<file path="src/rtl/bsfu_consts.vh">
// Constants for the bit, shift and flag instruction unit.
// Assumes the decoder delivers the operation codes listed here.
`ifndef BSFU_CONSTS_VH
`define BSFU_CONSTS_VH

// ----------------------------------------
// Operation codes from the decoder
// ----------------------------------------
`define BSFU_OP_W 4
`define BSFU_OP_NOP 4'h0
`define BSFU_OP_IOSET 4'h1
`define BSFU_OP_IOCLR 4'h2
`define BSFU_OP_LSL 4'h3
`define BSFU_OP_LSR 4'h4
`define BSFU_OP_ROL 4'h5
`define BSFU_OP_ROR 4'h6
`define BSFU_OP_ASR 4'h7
`define BSFU_OP_SWAP 4'h8
`define BSFU_OP_FSET 4'h9
`define BSFU_OP_FCLR 4'ha
`define BSFU_OP_TSTORE 4'hb
`define BSFU_OP_TLOAD 4'hc
`define BSFU_OP_SLEEP 4'hd
`define BSFU_OP_WDR 4'he
`define BSFU_OP_PMLINC 4'hf

// ----------------------------------------
// Status flag positions and reset value
// ----------------------------------------
`define BSFU_SR_C 0
`define BSFU_SR_Z 1
`define BSFU_SR_N 2
`define BSFU_SR_V 3
`define BSFU_SR_S 4
`define BSFU_SR_H 5
`define BSFU_SR_T 6
`define BSFU_SR_I 7
`define BSFU_SR_RST 8'h00

// ----------------------------------------
// Timing in clock cycles
// ----------------------------------------
`define BSFU_ALU_CYCLES 1
`define BSFU_IO_CYCLES 2

`endif

</file>
<file path="src/rtl/bsfu_shifter.v">
// Shift, rotate, swap and T-to-bit datapath, purely combinational.
// Assumes the operand and carry are stable in the cycle of acceptance.
`timescale 1ns/1ps
`default_nettype none
`include "bsfu_consts.vh"

module bsfu_shifter (
   input wire [3:0] opCode, // Operation code
   input wire [7:0] dIn, // Register operand
   input wire [2:0] bitSel, // Bit index for T-to-bit
   input wire cIn, // Current carry flag
   input wire tIn, // Current T flag
   output reg [7:0] res, // Result byte
   output reg cOut, // Carry out of a shift
   output reg isShift, // Shift updates Z,C,N,V
   output reg wrReg // Result goes to the register file
);

   always @* begin
      res = dIn;
      cOut = cIn;
      isShift = 1'b0;
      wrReg = 1'b0;
      case (opCode)
         `BSFU_OP_LSL: begin
            res = {dIn[6:0], 1'b0};
            cOut = dIn[7];
            isShift = 1'b1;
            wrReg = 1'b1;
         end
         `BSFU_OP_LSR: begin
            res = {1'b0, dIn[7:1]};
            cOut = dIn[0];
            isShift = 1'b1;
            wrReg = 1'b1;
         end
         `BSFU_OP_ROL: begin
            res = {dIn[6:0], cIn};
            cOut = dIn[7];
            isShift = 1'b1;
            wrReg = 1'b1;
         end
         `BSFU_OP_ROR: begin
            res = {cIn, dIn[7:1]};
            cOut = dIn[0];
            isShift = 1'b1;
            wrReg = 1'b1;
         end
         `BSFU_OP_ASR: begin
            res = {dIn[7], dIn[7:1]};
            cOut = dIn[0];
            isShift = 1'b1;
            wrReg = 1'b1;
         end
         `BSFU_OP_SWAP: begin
            res = {dIn[3:0], dIn[7:4]};
            wrReg = 1'b1;
         end
         `BSFU_OP_TLOAD: begin
            res[bitSel] = tIn;
            wrReg = 1'b1;
         end
         default: begin
            res = dIn;
         end
      endcase
   end

endmodule // bsfu_shifter
`default_nettype wire

</file>
<file path="src/rtl/bsfu_flag_ctl.v">
// Next value of the status flags for one accepted operation.
// Assumes the shifter result and carry belong to the same operation.
`timescale 1ns/1ps
`default_nettype none
`include "bsfu_consts.vh"

module bsfu_flag_ctl (
   input wire [3:0] opCode, // Operation code
   input wire [2:0] bitSel, // Flag or bit index
   input wire [7:0] sregIn, // Current flags
   input wire [7:0] res, // Shifter result
   input wire cOut, // Shifter carry
   input wire isShift, // Shift operation
   input wire stBit, // Selected source bit for T
   output wire [7:0] sregNxt // Flags after the operation
);

   // ----------------------------------------
   // Shift flag values
   // ----------------------------------------
   wire shZ;
   wire shN;
   wire [7:0] shVal;
   wire [7:0] shMask;
   assign shZ = (res == 8'h00);
   assign shN = res[7];
   assign shVal = ({7'h00, cOut} << `BSFU_SR_C) | ({7'h00, shZ} << `BSFU_SR_Z)
      | ({7'h00, shN} << `BSFU_SR_N) | ({7'h00, shN ^ cOut} << `BSFU_SR_V);
   assign shMask = (8'h01 << `BSFU_SR_C) | (8'h01 << `BSFU_SR_Z)
      | (8'h01 << `BSFU_SR_N) | (8'h01 << `BSFU_SR_V);

   wire isSet;
   wire isClr;
   wire isStore;
   assign isSet = (opCode == `BSFU_OP_FSET);
   assign isClr = (opCode == `BSFU_OP_FCLR);
   assign isStore = (opCode == `BSFU_OP_TSTORE);

   // ----------------------------------------
   // Per-flag selection
   // ----------------------------------------
   genvar i;
   generate
      for (i = 0; i < 8; i = i + 1) begin : gFlag
         localparam [2:0] IDX = i;
         wire hit;
         assign hit = (bitSel == IDX);
         assign sregNxt[i] = (isSet && hit) ? 1'b1 :
            (isClr && hit) ? 1'b0 :
            (isStore && (i == `BSFU_SR_T)) ? stBit :
            (isShift && shMask[i]) ? shVal[i] :
            sregIn[i];
      end
   endgenerate

endmodule // bsfu_flag_ctl
`default_nettype wire

</file>
<file path="src/rtl/bsfu_unit.v">
// Bit, shift and flag instruction unit of an 8-bit core.
// Assumes the decoder presents one operation with opValid, that regData is
// the already-read register operand, and that the I/O space returns
// ioRdData combinationally in the cycle ioRdEn is high. All inputs come
// from logic on clk, so none is synchronised.
`timescale 1ns/1ps
`default_nettype none
`include "bsfu_consts.vh"

module bsfu_unit #(
   parameter IO_AW = 5 // I/O address width reachable by bit ops
) (
   input wire clk, // Core clock
   input wire rstn, // Asynchronous reset, active low
   input wire opValid, // Operation offered by the decoder
   input wire [3:0] opCode, // Operation code
   input wire [2:0] bitSel, // Bit or flag index
   input wire [IO_AW-1:0] ioAddr, // I/O register address
   input wire [7:0] regData, // Register operand
   input wire [7:0] ioRdData, // I/O read data, valid with ioRdEn
   output reg opReady, // Unit can take an operation
   output reg opDone, // Operation finished, one pulse
   output reg regWrEn, // Register file write strobe
   output reg [7:0] regWrData, // Register file write data
   output reg ioRdEn, // I/O read strobe
   output reg ioWrEn, // I/O write strobe
   output reg [IO_AW-1:0] ioAddrOut, // I/O address for read and write
   output reg [7:0] ioWrData, // I/O write data
   output reg [7:0] status_flags_register, // Status flags
   output reg sleepReq, // Hand-off to sleep logic, one pulse
   output reg wdtRestart, // Watchdog restart, one pulse
   output reg lpmRefused // Unsupported load refused, one pulse
);

   // ----------------------------------------
   // Sequencer states
   // ----------------------------------------
   localparam [0:0] ST_IDLE = 1'b0;
   localparam [0:0] ST_IOMOD = 1'b1;

   reg state_r;
   reg state_nxt;
   reg ioSet_r;
   reg ioSet_nxt;
   reg [2:0] ioBit_r;
   reg [2:0] ioBit_nxt;

   // Next values of the output flip-flops
   reg opReady_nxt;
   reg opDone_nxt;
   reg regWrEn_nxt;
   reg [7:0] regWrData_nxt;
   reg ioRdEn_nxt;
   reg ioWrEn_nxt;
   reg [IO_AW-1:0] ioAddrOut_nxt;
   reg [7:0] ioWrData_nxt;
   reg [7:0] status_flags_register_nxt;
   reg sleepReq_nxt;
   reg wdtRestart_nxt;
   reg lpmRefused_nxt;

   // ----------------------------------------
   // Datapath
   // ----------------------------------------
   wire take;
   assign take = opValid && opReady;

   wire [7:0] shRes;
   wire shCarry;
   wire shIsShift;
   wire shWrReg;
   wire [7:0] flagNxt;

   bsfu_shifter uShift (
      .opCode(opCode),
      .dIn(regData),
      .bitSel(bitSel),
      .cIn(status_flags_register[`BSFU_SR_C]),
      .tIn(status_flags_register[`BSFU_SR_T]),
      .res(shRes),
      .cOut(shCarry),
      .isShift(shIsShift),
      .wrReg(shWrReg)
   );

   bsfu_flag_ctl uFlag (
      .opCode(opCode),
      .bitSel(bitSel),
      .sregIn(status_flags_register),
      .res(shRes),
      .cOut(shCarry),
      .isShift(shIsShift),
      .stBit(regData[bitSel]),
      .sregNxt(flagNxt)
   );

   // ----------------------------------------
   // I/O bit merge
   // ----------------------------------------
   // Only the selected bit changes; the rest is written back as read.
   // Bits that hardware alters between read and write are lost, which
   // is the known cost of a read-modify-write.
   wire [7:0] ioMerged;
   genvar gi;
   generate
      for (gi = 0; gi < 8; gi = gi + 1) begin : gIoBit
         localparam [2:0] IDX = gi;
         assign ioMerged[gi] = (ioBit_r == IDX) ? ioSet_r : ioRdData[gi];
      end
   endgenerate

   // ----------------------------------------
   // Next-state logic
   // ----------------------------------------
   always @* begin
      state_nxt = state_r;
      ioSet_nxt = ioSet_r;
      ioBit_nxt = ioBit_r;
      opDone_nxt = 1'b0;
      regWrEn_nxt = 1'b0;
      regWrData_nxt = regWrData;
      ioRdEn_nxt = 1'b0;
      ioWrEn_nxt = 1'b0;
      ioAddrOut_nxt = ioAddrOut;
      ioWrData_nxt = ioWrData;
      status_flags_register_nxt = status_flags_register;
      sleepReq_nxt = 1'b0;
      wdtRestart_nxt = 1'b0;
      lpmRefused_nxt = 1'b0;
      case (state_r)
         ST_IDLE: begin
            if (take) begin
               case (opCode)
                  `BSFU_OP_IOSET, `BSFU_OP_IOCLR: begin
                     // First cycle reads, second writes; flags untouched
                     state_nxt = ST_IOMOD;
                     ioSet_nxt = (opCode == `BSFU_OP_IOSET);
                     ioBit_nxt = bitSel;
                     ioAddrOut_nxt = ioAddr;
                     ioRdEn_nxt = 1'b1;
                  end
                  `BSFU_OP_SLEEP: begin
                     sleepReq_nxt = 1'b1;
                     opDone_nxt = 1'b1;
                  end
                  `BSFU_OP_WDR: begin
                     wdtRestart_nxt = 1'b1;
                     opDone_nxt = 1'b1;
                  end
                  `BSFU_OP_PMLINC: begin
                     // No load, no pointer update; refusal is reported
                     lpmRefused_nxt = 1'b1;
                     opDone_nxt = 1'b1;
                  end
                  default: begin
                     // Single-cycle register and flag operations
                     regWrEn_nxt = shWrReg;
                     regWrData_nxt = shRes;
                     status_flags_register_nxt = flagNxt;
                     opDone_nxt = 1'b1;
                  end
               endcase
            end
         end
         ST_IOMOD: begin
            ioWrEn_nxt = 1'b1;
            ioWrData_nxt = ioMerged;
            opDone_nxt = 1'b1;
            state_nxt = ST_IDLE;
         end
         default: begin
            state_nxt = ST_IDLE;
         end
      endcase
      // Ready is registered, so it drops for the read cycle of an I/O op
      opReady_nxt = (state_nxt == ST_IDLE);
   end

   // ----------------------------------------
   // Registers
   // ----------------------------------------
   always @(posedge clk or negedge rstn) begin
      if (!rstn) begin
         state_r <= ST_IDLE;
         ioSet_r <= 1'b0;
         ioBit_r <= 3'h0;
         opReady <= 1'b1;
         opDone <= 1'b0;
         regWrEn <= 1'b0;
         regWrData <= 8'h00;
         ioRdEn <= 1'b0;
         ioWrEn <= 1'b0;
         ioAddrOut <= {IO_AW{1'b0}};
         ioWrData <= 8'h00;
         status_flags_register <= `BSFU_SR_RST;
         sleepReq <= 1'b0;
         wdtRestart <= 1'b0;
         lpmRefused <= 1'b0;
      end else begin
         state_r <= state_nxt;
         ioSet_r <= ioSet_nxt;
         ioBit_r <= ioBit_nxt;
         opReady <= opReady_nxt;
         opDone <= opDone_nxt;
         regWrEn <= regWrEn_nxt;
         regWrData <= regWrData_nxt;
         ioRdEn <= ioRdEn_nxt;
         ioWrEn <= ioWrEn_nxt;
         ioAddrOut <= ioAddrOut_nxt;
         ioWrData <= ioWrData_nxt;
         status_flags_register <= status_flags_register_nxt;
         sleepReq <= sleepReq_nxt;
         wdtRestart <= wdtRestart_nxt;
         lpmRefused <= lpmRefused_nxt;
      end
   end

endmodule // bsfu_unit
`default_nettype wire

</file>
<file path="config.mk">
export PLATFORM = sky130hd
export DESIGN_NAME = bsfu_unit
export DESIGN_NICKNAME = d
export VERILOG_FILES = /design/src/rtl/bsfu_shifter.v /design/src/rtl/bsfu_flag_ctl.v /design/src/rtl/bsfu_unit.v
export VERILOG_INCLUDE_DIRS = /design/src /design/src/rtl
export SDC_FILE = /design/constraint.sdc
export NUM_CORES = 1
export LEC_CHECK = 0
export BUFFER_PORTS_ARGS = -buffer_cell sky130_fd_sc_hd__clkbuf_2
export CORE_AREA = 4 4 78 80
export CTS_BUF_LIST = sky130_fd_sc_hd__clkbuf_8 sky130_fd_sc_hd__clkbuf_16
export DETAILED_ROUTE_END_ITERATION = 6
export DIE_AREA = 0 0 82 84
export GPL_TIMING_DRIVEN = 0
export PLACE_DENSITY_LB_ADDON = 0.1
export SLEW_MARGIN = 20
export SYNTH_ARGS = -nofsm -noshare
export SYNTH_HDL_FRONTEND = slang
export SYNTH_SLANG_ARGS = --single-unit
</file>
<file path="constraint.sdc">
create_clock -name clk -period 1.6 [get_ports clk]
set_input_delay 0.4 -clock clk [delete_from_list [all_inputs] [get_ports clk]]
set_output_delay 0.4 -clock clk [all_outputs]
set_load 0.005 [all_outputs]
</file>
==> flow_summary.ini, run 1 <==
[synth]
muxShareOfSynthArea = 0.0636
yosysTopAreaCell = dfrtp_1
synth_fa_ha_area_frac = 0.00407
synth_cells = 286
synth-edff-count = 0
synth-seq-cells = 41
yosysTopAreaCellShare = 0.407
async_reset_ff_frac = 1.00
synthXorXnorAreaFrac = 0.00712
synth_seq_area_share = 0.418
netlist_top_cells_area = dfrtp_1, nand2_1, o21ai_0
yosys.area_share.simple = 0.235
synth_area_um2 = 2460
synth_compound_gate_area_share = 0.219
yosysWarnings = 0
synth_top_family_by_area = simple AND/OR/NAND/NOR gates
syn-num-nets = 317
synth_top_flop_cell = dfrtp_1
synth.distinct_cells = 56
syn-mean-instance-area_um2 = 8.60

[placement]
gp_congestion = 0.906
dpl.hpwl_mm = 5.04
dp_slack_ns = -0.529
port-buffer-count = 65

[cts]
cts_tree = yes
clock_sinks = 41
clkSlewWorstSetupHoldPaths_ns = 0.09
root_buffer = clkbuf_8
cts-buffers-inserted = 5
ctsLongestPathBuffers = 2
clock_latency_ns = 0.29
h-tree-depth = 2

[timing]
slew_viol_final = 0
worst_slew_pin_slew_ns = 0.925
fin_hold_ws_ns = 0.235
skew_ns = 0.0156
setup_slack_ns = -0.184
final.setup.tns_ns = -0.502
finalSetupViolations = 4
hold_violations = 0
rsz0062_at_grt = true
max_slew_margin = 0.383
period_needed_ns = 1.78
timing.final.crit_share = 1.11
fmax_ghz = 0.561

[global_routing]
first_global_vias = 2331
grtUsageTotal = 0.213
grtUsageMet1 = 0.299
grt_util_met3 = 0.0454
antenna_found_initial = 0
use_met2 = 0.326
grt_pass1_wl_mm = 11.5
grt_max_degree = 42
grt.busiest_layer = met2
grt.overflow.total = 0

[die]
design.die.area_um2 = 6890
start_util = 0.455
die_y_um = 84
io_pins = 68
die_x_um = 82
core_area_um2 = 5410
num_rows = 27

[worst_setup_path]
cp_data_arrival_time_ns = 1.96
crit_fanout = 4
required_ns = 1.78
reg2reg_from = status_flags_register[0]
cp-end-kind = flip-flop
critical_path_class = flip-flop to flip-flop
worstSetupStartpointType = flip-flop
crit_start = status_flags_register[0]

[run_status]
violations = setup timing
status = complete, but fails checks

[final_layout]
drive_gt1_frac = 0.406
final_core_util = 0.624
area_growth_pct = 37.1
diodes = 0
nets = 404

[routing]
vias_per_cell = 5.55
drt_pass1_iterations = 4
ant_nets = 0
routedWlPerCell_um = 16.2
drt-initial-drc-count = 138
num_vias = 2476
wl_mm = 7.21
drc = 0

[power]
vdd.ir_drop.worst_v = 0.000557
p_per_area_nw_per_um2 = 942
p_leak_uw = 0.00155

[worst_hold_path]
worstHoldPathType = input port to async pin

[flow_run]
maxCapViolCount = 0
[routing by layer]
| layer | up-vias | wire length [µm] |
|---|---|---|
| met2 | 118 | 3280 |
| met3 | 24 | 508 |
| met1 | 1133 | 3210 |
| met5 | - | 0 |
| li1 | 1201 | - |
| met4 | 0 | 212 |
[registers in the layout, indices dropped and copies added (netlist names)]
register / cells
regWrEn: 1
status_flags_register: 8
ioRdEn: 1
opReady: 1
sleepReq: 1
regWrData: 8
ioWrData: 8
lpmRefused: 1
ioSet_r: 1
wdtRestart: 1
ioAddrOut: 5
ioBit_r: 3
opDone: 1
ioWrEn: 1
[cells by family (layout without fill, tap and decap cells)]
family | Yosys count | after routing
and+or+nand+nor | 124 | 124
AOI/OAI and AO/OA | 81 | 81
muxes | 14 | 14
DFF | 41 | 41
adders and majority gates | 1 | 1
xor gates and xnor gates | 2 | 2
buffers and inverters | 23 | 111
[area by class of cell]
type / count / area, µm²
multi-input combinational: 222 / 1510
sequential: 41 / 1030
buffer: 20 / 154
clock inverter: 2 / 33.8
tap: 72 / 90.1
inverter: 2 / 8.76
clock buffer: 6 / 82.6
timing repair buffer: 81 / 468
fill: 498 / 2030
[Yosys cell counts (all sizes together), types with 4 or more instances]
master	instances
nand2	49
dfrtp	40
nor2	32
o21ai	26
a21oi	16
buf	13
mux2i	10
nand3	9
clkbuf	8
a31oi	6
a32oi	6
nand2b	6
or2	5
nor2b	4
[repair_timing]
item | CTS | global route
hold buffers | 0 | 0
endpoints found under the setup margin | 23 | 20
gates resized for setup | 26 | 29
cloned | 0 | 0
setup buffers | 10 | 6
hold endpoints to repair | 0 | 0
pin swaps | 7 | 9
[power breakdown]
group          internal (µW)  switching (µW)
clock network            502             353
logic                    484             523
registers               1220            95.5
total                   2210             972
[worst max-delay path: stages, from the launching register on]
cell and delay (ns):
dfrtp_2 0.41, mux2_4 0.26, a32oi_1 0.20, o211ai_1 0.13, a31oi_2 0.17, buf_4 0.17
o22ai_1 0.06, mux2_2 0.26
[stage by stage]
| step | power (µW) | cells | area (µm²) |
|---|---|---|---|
| floorplan | 1830 | 286 | 2550 |
| global placement | 2180 | 423 | 2960 |
| detailed placement | 2200 | 423 | 2960 |
| CTS | 3150 | 440 | 3260 |
| global route | 3390 | 446 | 3370 |
| finish | 3180 | 446 | 3370 |
[path summary, 6_finish.rpt]
kind / cells past startpoint / endpoint / slack (ns)
max: 7 / status_flags_register[2] / -0.18
min: 1 / ioAddrOut[3] / 0.24
max reg2reg: 7 / status_flags_register[2] / -0.18
min reg2reg: 2 / ioAddrOut[3] / 0.48
max in group asynchronous: 1 / ioRdEn / 0.72
min in group clk: 3 / ioAddrOut[3] / 0.30
[cells in the final DEF, fill, tap and decap left out, drive strengths merged, types with 5 or more instances in the layout]
master	synthesis	final
a31oi	6	6
dfrtp	40	40
nand2b	6	6
buf	13	32
o21ai	26	26
mux2i	10	10
nand2	49	49
or2	5	5
clkbuf	8	75
nand3	9	9
nor2	32	32
a32oi	6	6
a21oi	16	16
Note: power is estimated with default switching activity, not from simulation.
==> inputs of run 2 (changes only) <==
--- a/config.mk
+++ b/config.mk
@@ -7,13 +7,14 @@
 export NUM_CORES = 1
 export LEC_CHECK = 0
 export BUFFER_PORTS_ARGS = -buffer_cell sky130_fd_sc_hd__clkbuf_2
-export CORE_AREA = 4 4 78 80
+export CORE_AREA = 4 4 81 83
 export CTS_BUF_LIST = sky130_fd_sc_hd__clkbuf_8 sky130_fd_sc_hd__clkbuf_16
 export DETAILED_ROUTE_END_ITERATION = 6
-export DIE_AREA = 0 0 82 84
+export DIE_AREA = 0 0 85 87
 export GPL_TIMING_DRIVEN = 0
 export PLACE_DENSITY_LB_ADDON = 0.1
 export SLEW_MARGIN = 20
 export SYNTH_ARGS = -nofsm -noshare
 export SYNTH_HDL_FRONTEND = slang
+export SYNTH_HIERARCHICAL = 1
 export SYNTH_SLANG_ARGS = --single-unit
==> run 2 against run 1 <==
Effect of this change:
- the flow still finishes with violations (setup timing)
- setup slack got worse by 0.33 ns
- die area grew 7.4%
- core utilization increased by 1.6 points
- sequential share of layout area down 3.1 points
- non-clock buffer count rose by 11
- flip-flop and latch count did not move
- critical path depth rose by 5
- count of clock-buffer cells in the layout fell by 1
- sequential power up 5%
- final cell count up 0.45%
- worst hold slack got worse by 0.0028 ns
- first-iteration DRC count grew 18%
==> flow_summary.ini, run 2 <==
[synth]
yosysTopAreaCell = dfrtp_1
async_reset_ff_frac = 1.00
synth_cells = 274
yosysWarnings = 6
syn-mean-instance-area_um2 = 10.1
synthXorXnorAreaFrac = 0.00953
synth_seq_area_share = 0.373
synth_area_um2 = 2760
synth_fa_ha_area_frac = 0
synth_top_flop_cell = dfrtp_1
synth-edff-count = 0
synth.distinct_cells = 55
yosysTopAreaCellShare = 0.363
post-synth-top-count-cell = dfrtp_1
syn-num-nets = 305
synth_compound_gate_area_share = 0.164
yosys.area_share.simple = 0.184
synth_top_family_by_area = multiplexers
muxShareOfSynthArea = 0.207
ys_top_cells_by_count = dfrtp_1, a21oi_1, nor2_1, mux2i_1, mux2_2
netlist_top_cells_area = dfrtp_1, mux2i_1, mux2_2
synth-seq-cells = 41

[placement]
gp_congestion = 0.911
dpl.hpwl_mm = 5.06
port-buffer-count = 67

[worst_setup_path]
required_ns = 1.84
critical_path_class = input port to flip-flop
reg2reg_from = status_flags_register[6]
worstSetupStartpointType = input port
reg2reg_depth = 10
cp_data_arrival_time_ns = 2.35
r2r_slack_ns = -0.44
cp-end-kind = flip-flop
regToRegEndpoint = status_flags_register[1]
crit_fanout = 7

[global_routing]
grt_util_met3 = 0.0341
grtUsageTotal = 0.211
grt.busiest_layer = met2
grt_pass1_wl_mm = 12.4
grt.overflow.total = 0
use_met2 = 0.357
antenna_found_initial = 0
first_global_vias = 2510
grt_max_degree = 42
grtUsageMet1 = 0.280

[final_layout]
layout_common_cells = clkbuf_2, dfrtp_1, nor2_1, buf_4
top_regs = ioWrData x8, regWrData x8, status_flags_register x8
nFillCells = 499
multi_input_area_um2 = 1680
nets = 403
layout_commonest_cell = clkbuf_2
drive_gt1_frac = 0.466
final_core_util = 0.640
diodes = 0
area_growth_pct = 35.8
ff_latch_area_um2 = 1030

[die]
die_y_um = 87
design.die.area_um2 = 7400
die_x_um = 85
core_area_um2 = 5850
start_util = 0.471
io_pins = 68
num_rows = 28

[cts]
clock_latency_ns = 0.30
h-tree-depth = 2
cts_tree = yes
cts-buffers-inserted = 5
cts_hold_buffers = 0
clock_sinks = 41
root_buffer = clkbuf_8
clkSlewWorstSetupHoldPaths_ns = 0.08
ctsLongestPathBuffers = 2

[routing]
num_vias = 2538
routedWlPerCell_um = 17.0
vias_per_cell = 5.67
wl_mm = 7.62
ant_nets = 0
drt_pass1_iterations = 4
drc = 0
drt-initial-drc-count = 163

[timing]
rsz0062_at_grt = true
slew_viol_final = 0
period_needed_ns = 2.11
setup_slack_ns = -0.511
worst_slew_pin_slew_ns = 0.929
skew_ns = 0.00399
finalSetupViolations = 16
final.setup.tns_ns = -3.44
fmax_ghz = 0.474
max_slew_margin = 0.381
timing.final.crit_share = 1.32
hold_violations = 0

[power]
p_leak_uw = 0.00180
p_per_area_nw_per_um2 = 935
vdd.ir_drop.worst_v = 0.000637

[run_status]
status = complete, but fails checks
violations = setup timing

[flow_run]
maxCapViolCount = 0

[worst_hold_path]
worstHoldPathType = input port to async pin
## run 2: changes by cell type after synthesis, sizes merged, moves of 7 or more
cell    change
a21oi       +8
mux2       +22
nand2      -42
nor2        -8
nand3b      +7
mux2i      +11
inv        +10
o21ai      -18
## run 2: worst max-delay path, stage by stage
cell	delay, ns
clkbuf_16	0.12
buf_8	0.12
or2b_1	0.22
and3_4	0.18
o31ai_4	0.26
a21oi_2	0.11
buf_4	0.17
nor4_4	0.26
nand3_1	0.12
nand3_1	0.10
o41a_1	0.14
mux2_4	0.14
## run 2: power by group
group	total [µW]	switching [µW]	internal, µW
Combinational	1300	602	694
Sequential	1370	124	1240
Clock	840	378	462
Total	3500	1100	2400
## run 2: layout make-up
class	count	share of cell area
Buffer	19	0.0418
Timing Repair Buffer	93	0.168
Tap cell	75	0.0251
Multi-Input combinational cell	201	0.449
Sequential cell	41	0.275
Clock inverter	3	0.0114
Inverter	11	0.0110
Clock buffer	5	0.0184
## run 2: metal layers
layer,vias up,wire (µm),share of wire
met2,77,3690,0.48
met4,0,106,0.014
met3,8,458,0.060
li1,1206,-,-
met1,1247,3360,0.44
met5,-,0,0
## run 2: worst max-delay path by stage
stage	from	to	slack, ns	cells past startpoint
2_1_floorplan	opCode[0]	status_flags_register[3]	-0.53	10
3_3_place_gp	opCode[0]	status_flags_register[3]	-1.08	11
3_5_place_dp	opCode[0]	status_flags_register[3]	-1.10	11
4_1_cts	opCode[1]	status_flags_register[1]	-0.48	11
5_1_grt	opCode[1]	status_flags_register[1]	-0.61	13
6_report	opCode[2]	status_flags_register[1]	-0.51	12
## run 2: cell families (layout without fill, tap and decap cells)
family          count (synthesis)  in the layout
buf+inv                        32            131
simple gates                   85             85
mux                            48             48
compound gates                 65             65
xor+xnor                        3              3
flops                          41             41
## run 2: metrics by stage
stage          setup slack, ns  power [µW]  hold slack [ns]  cells  instance area [µm²]
6_report                -0.511        3500            0.232    448                 3740
5_1_grt                 -0.612        3730            0.305    448                 3740
4_1_cts                 -0.484        3480            0.317    443                 3640
3_5_place_dp             -1.10        2490            0.403    416                 3220
3_3_place_gp             -1.08        2460            0.382    416                 3220
2_1_floorplan           -0.526        2060            0.104    274                 2790
## run 2: repair_timing
action	in CTS	in global routing
gates resized for setup	31	22
buffers inserted	20	6
pin swaps	9	8
cloned	1	0
endpoints found under the setup margin	23	24
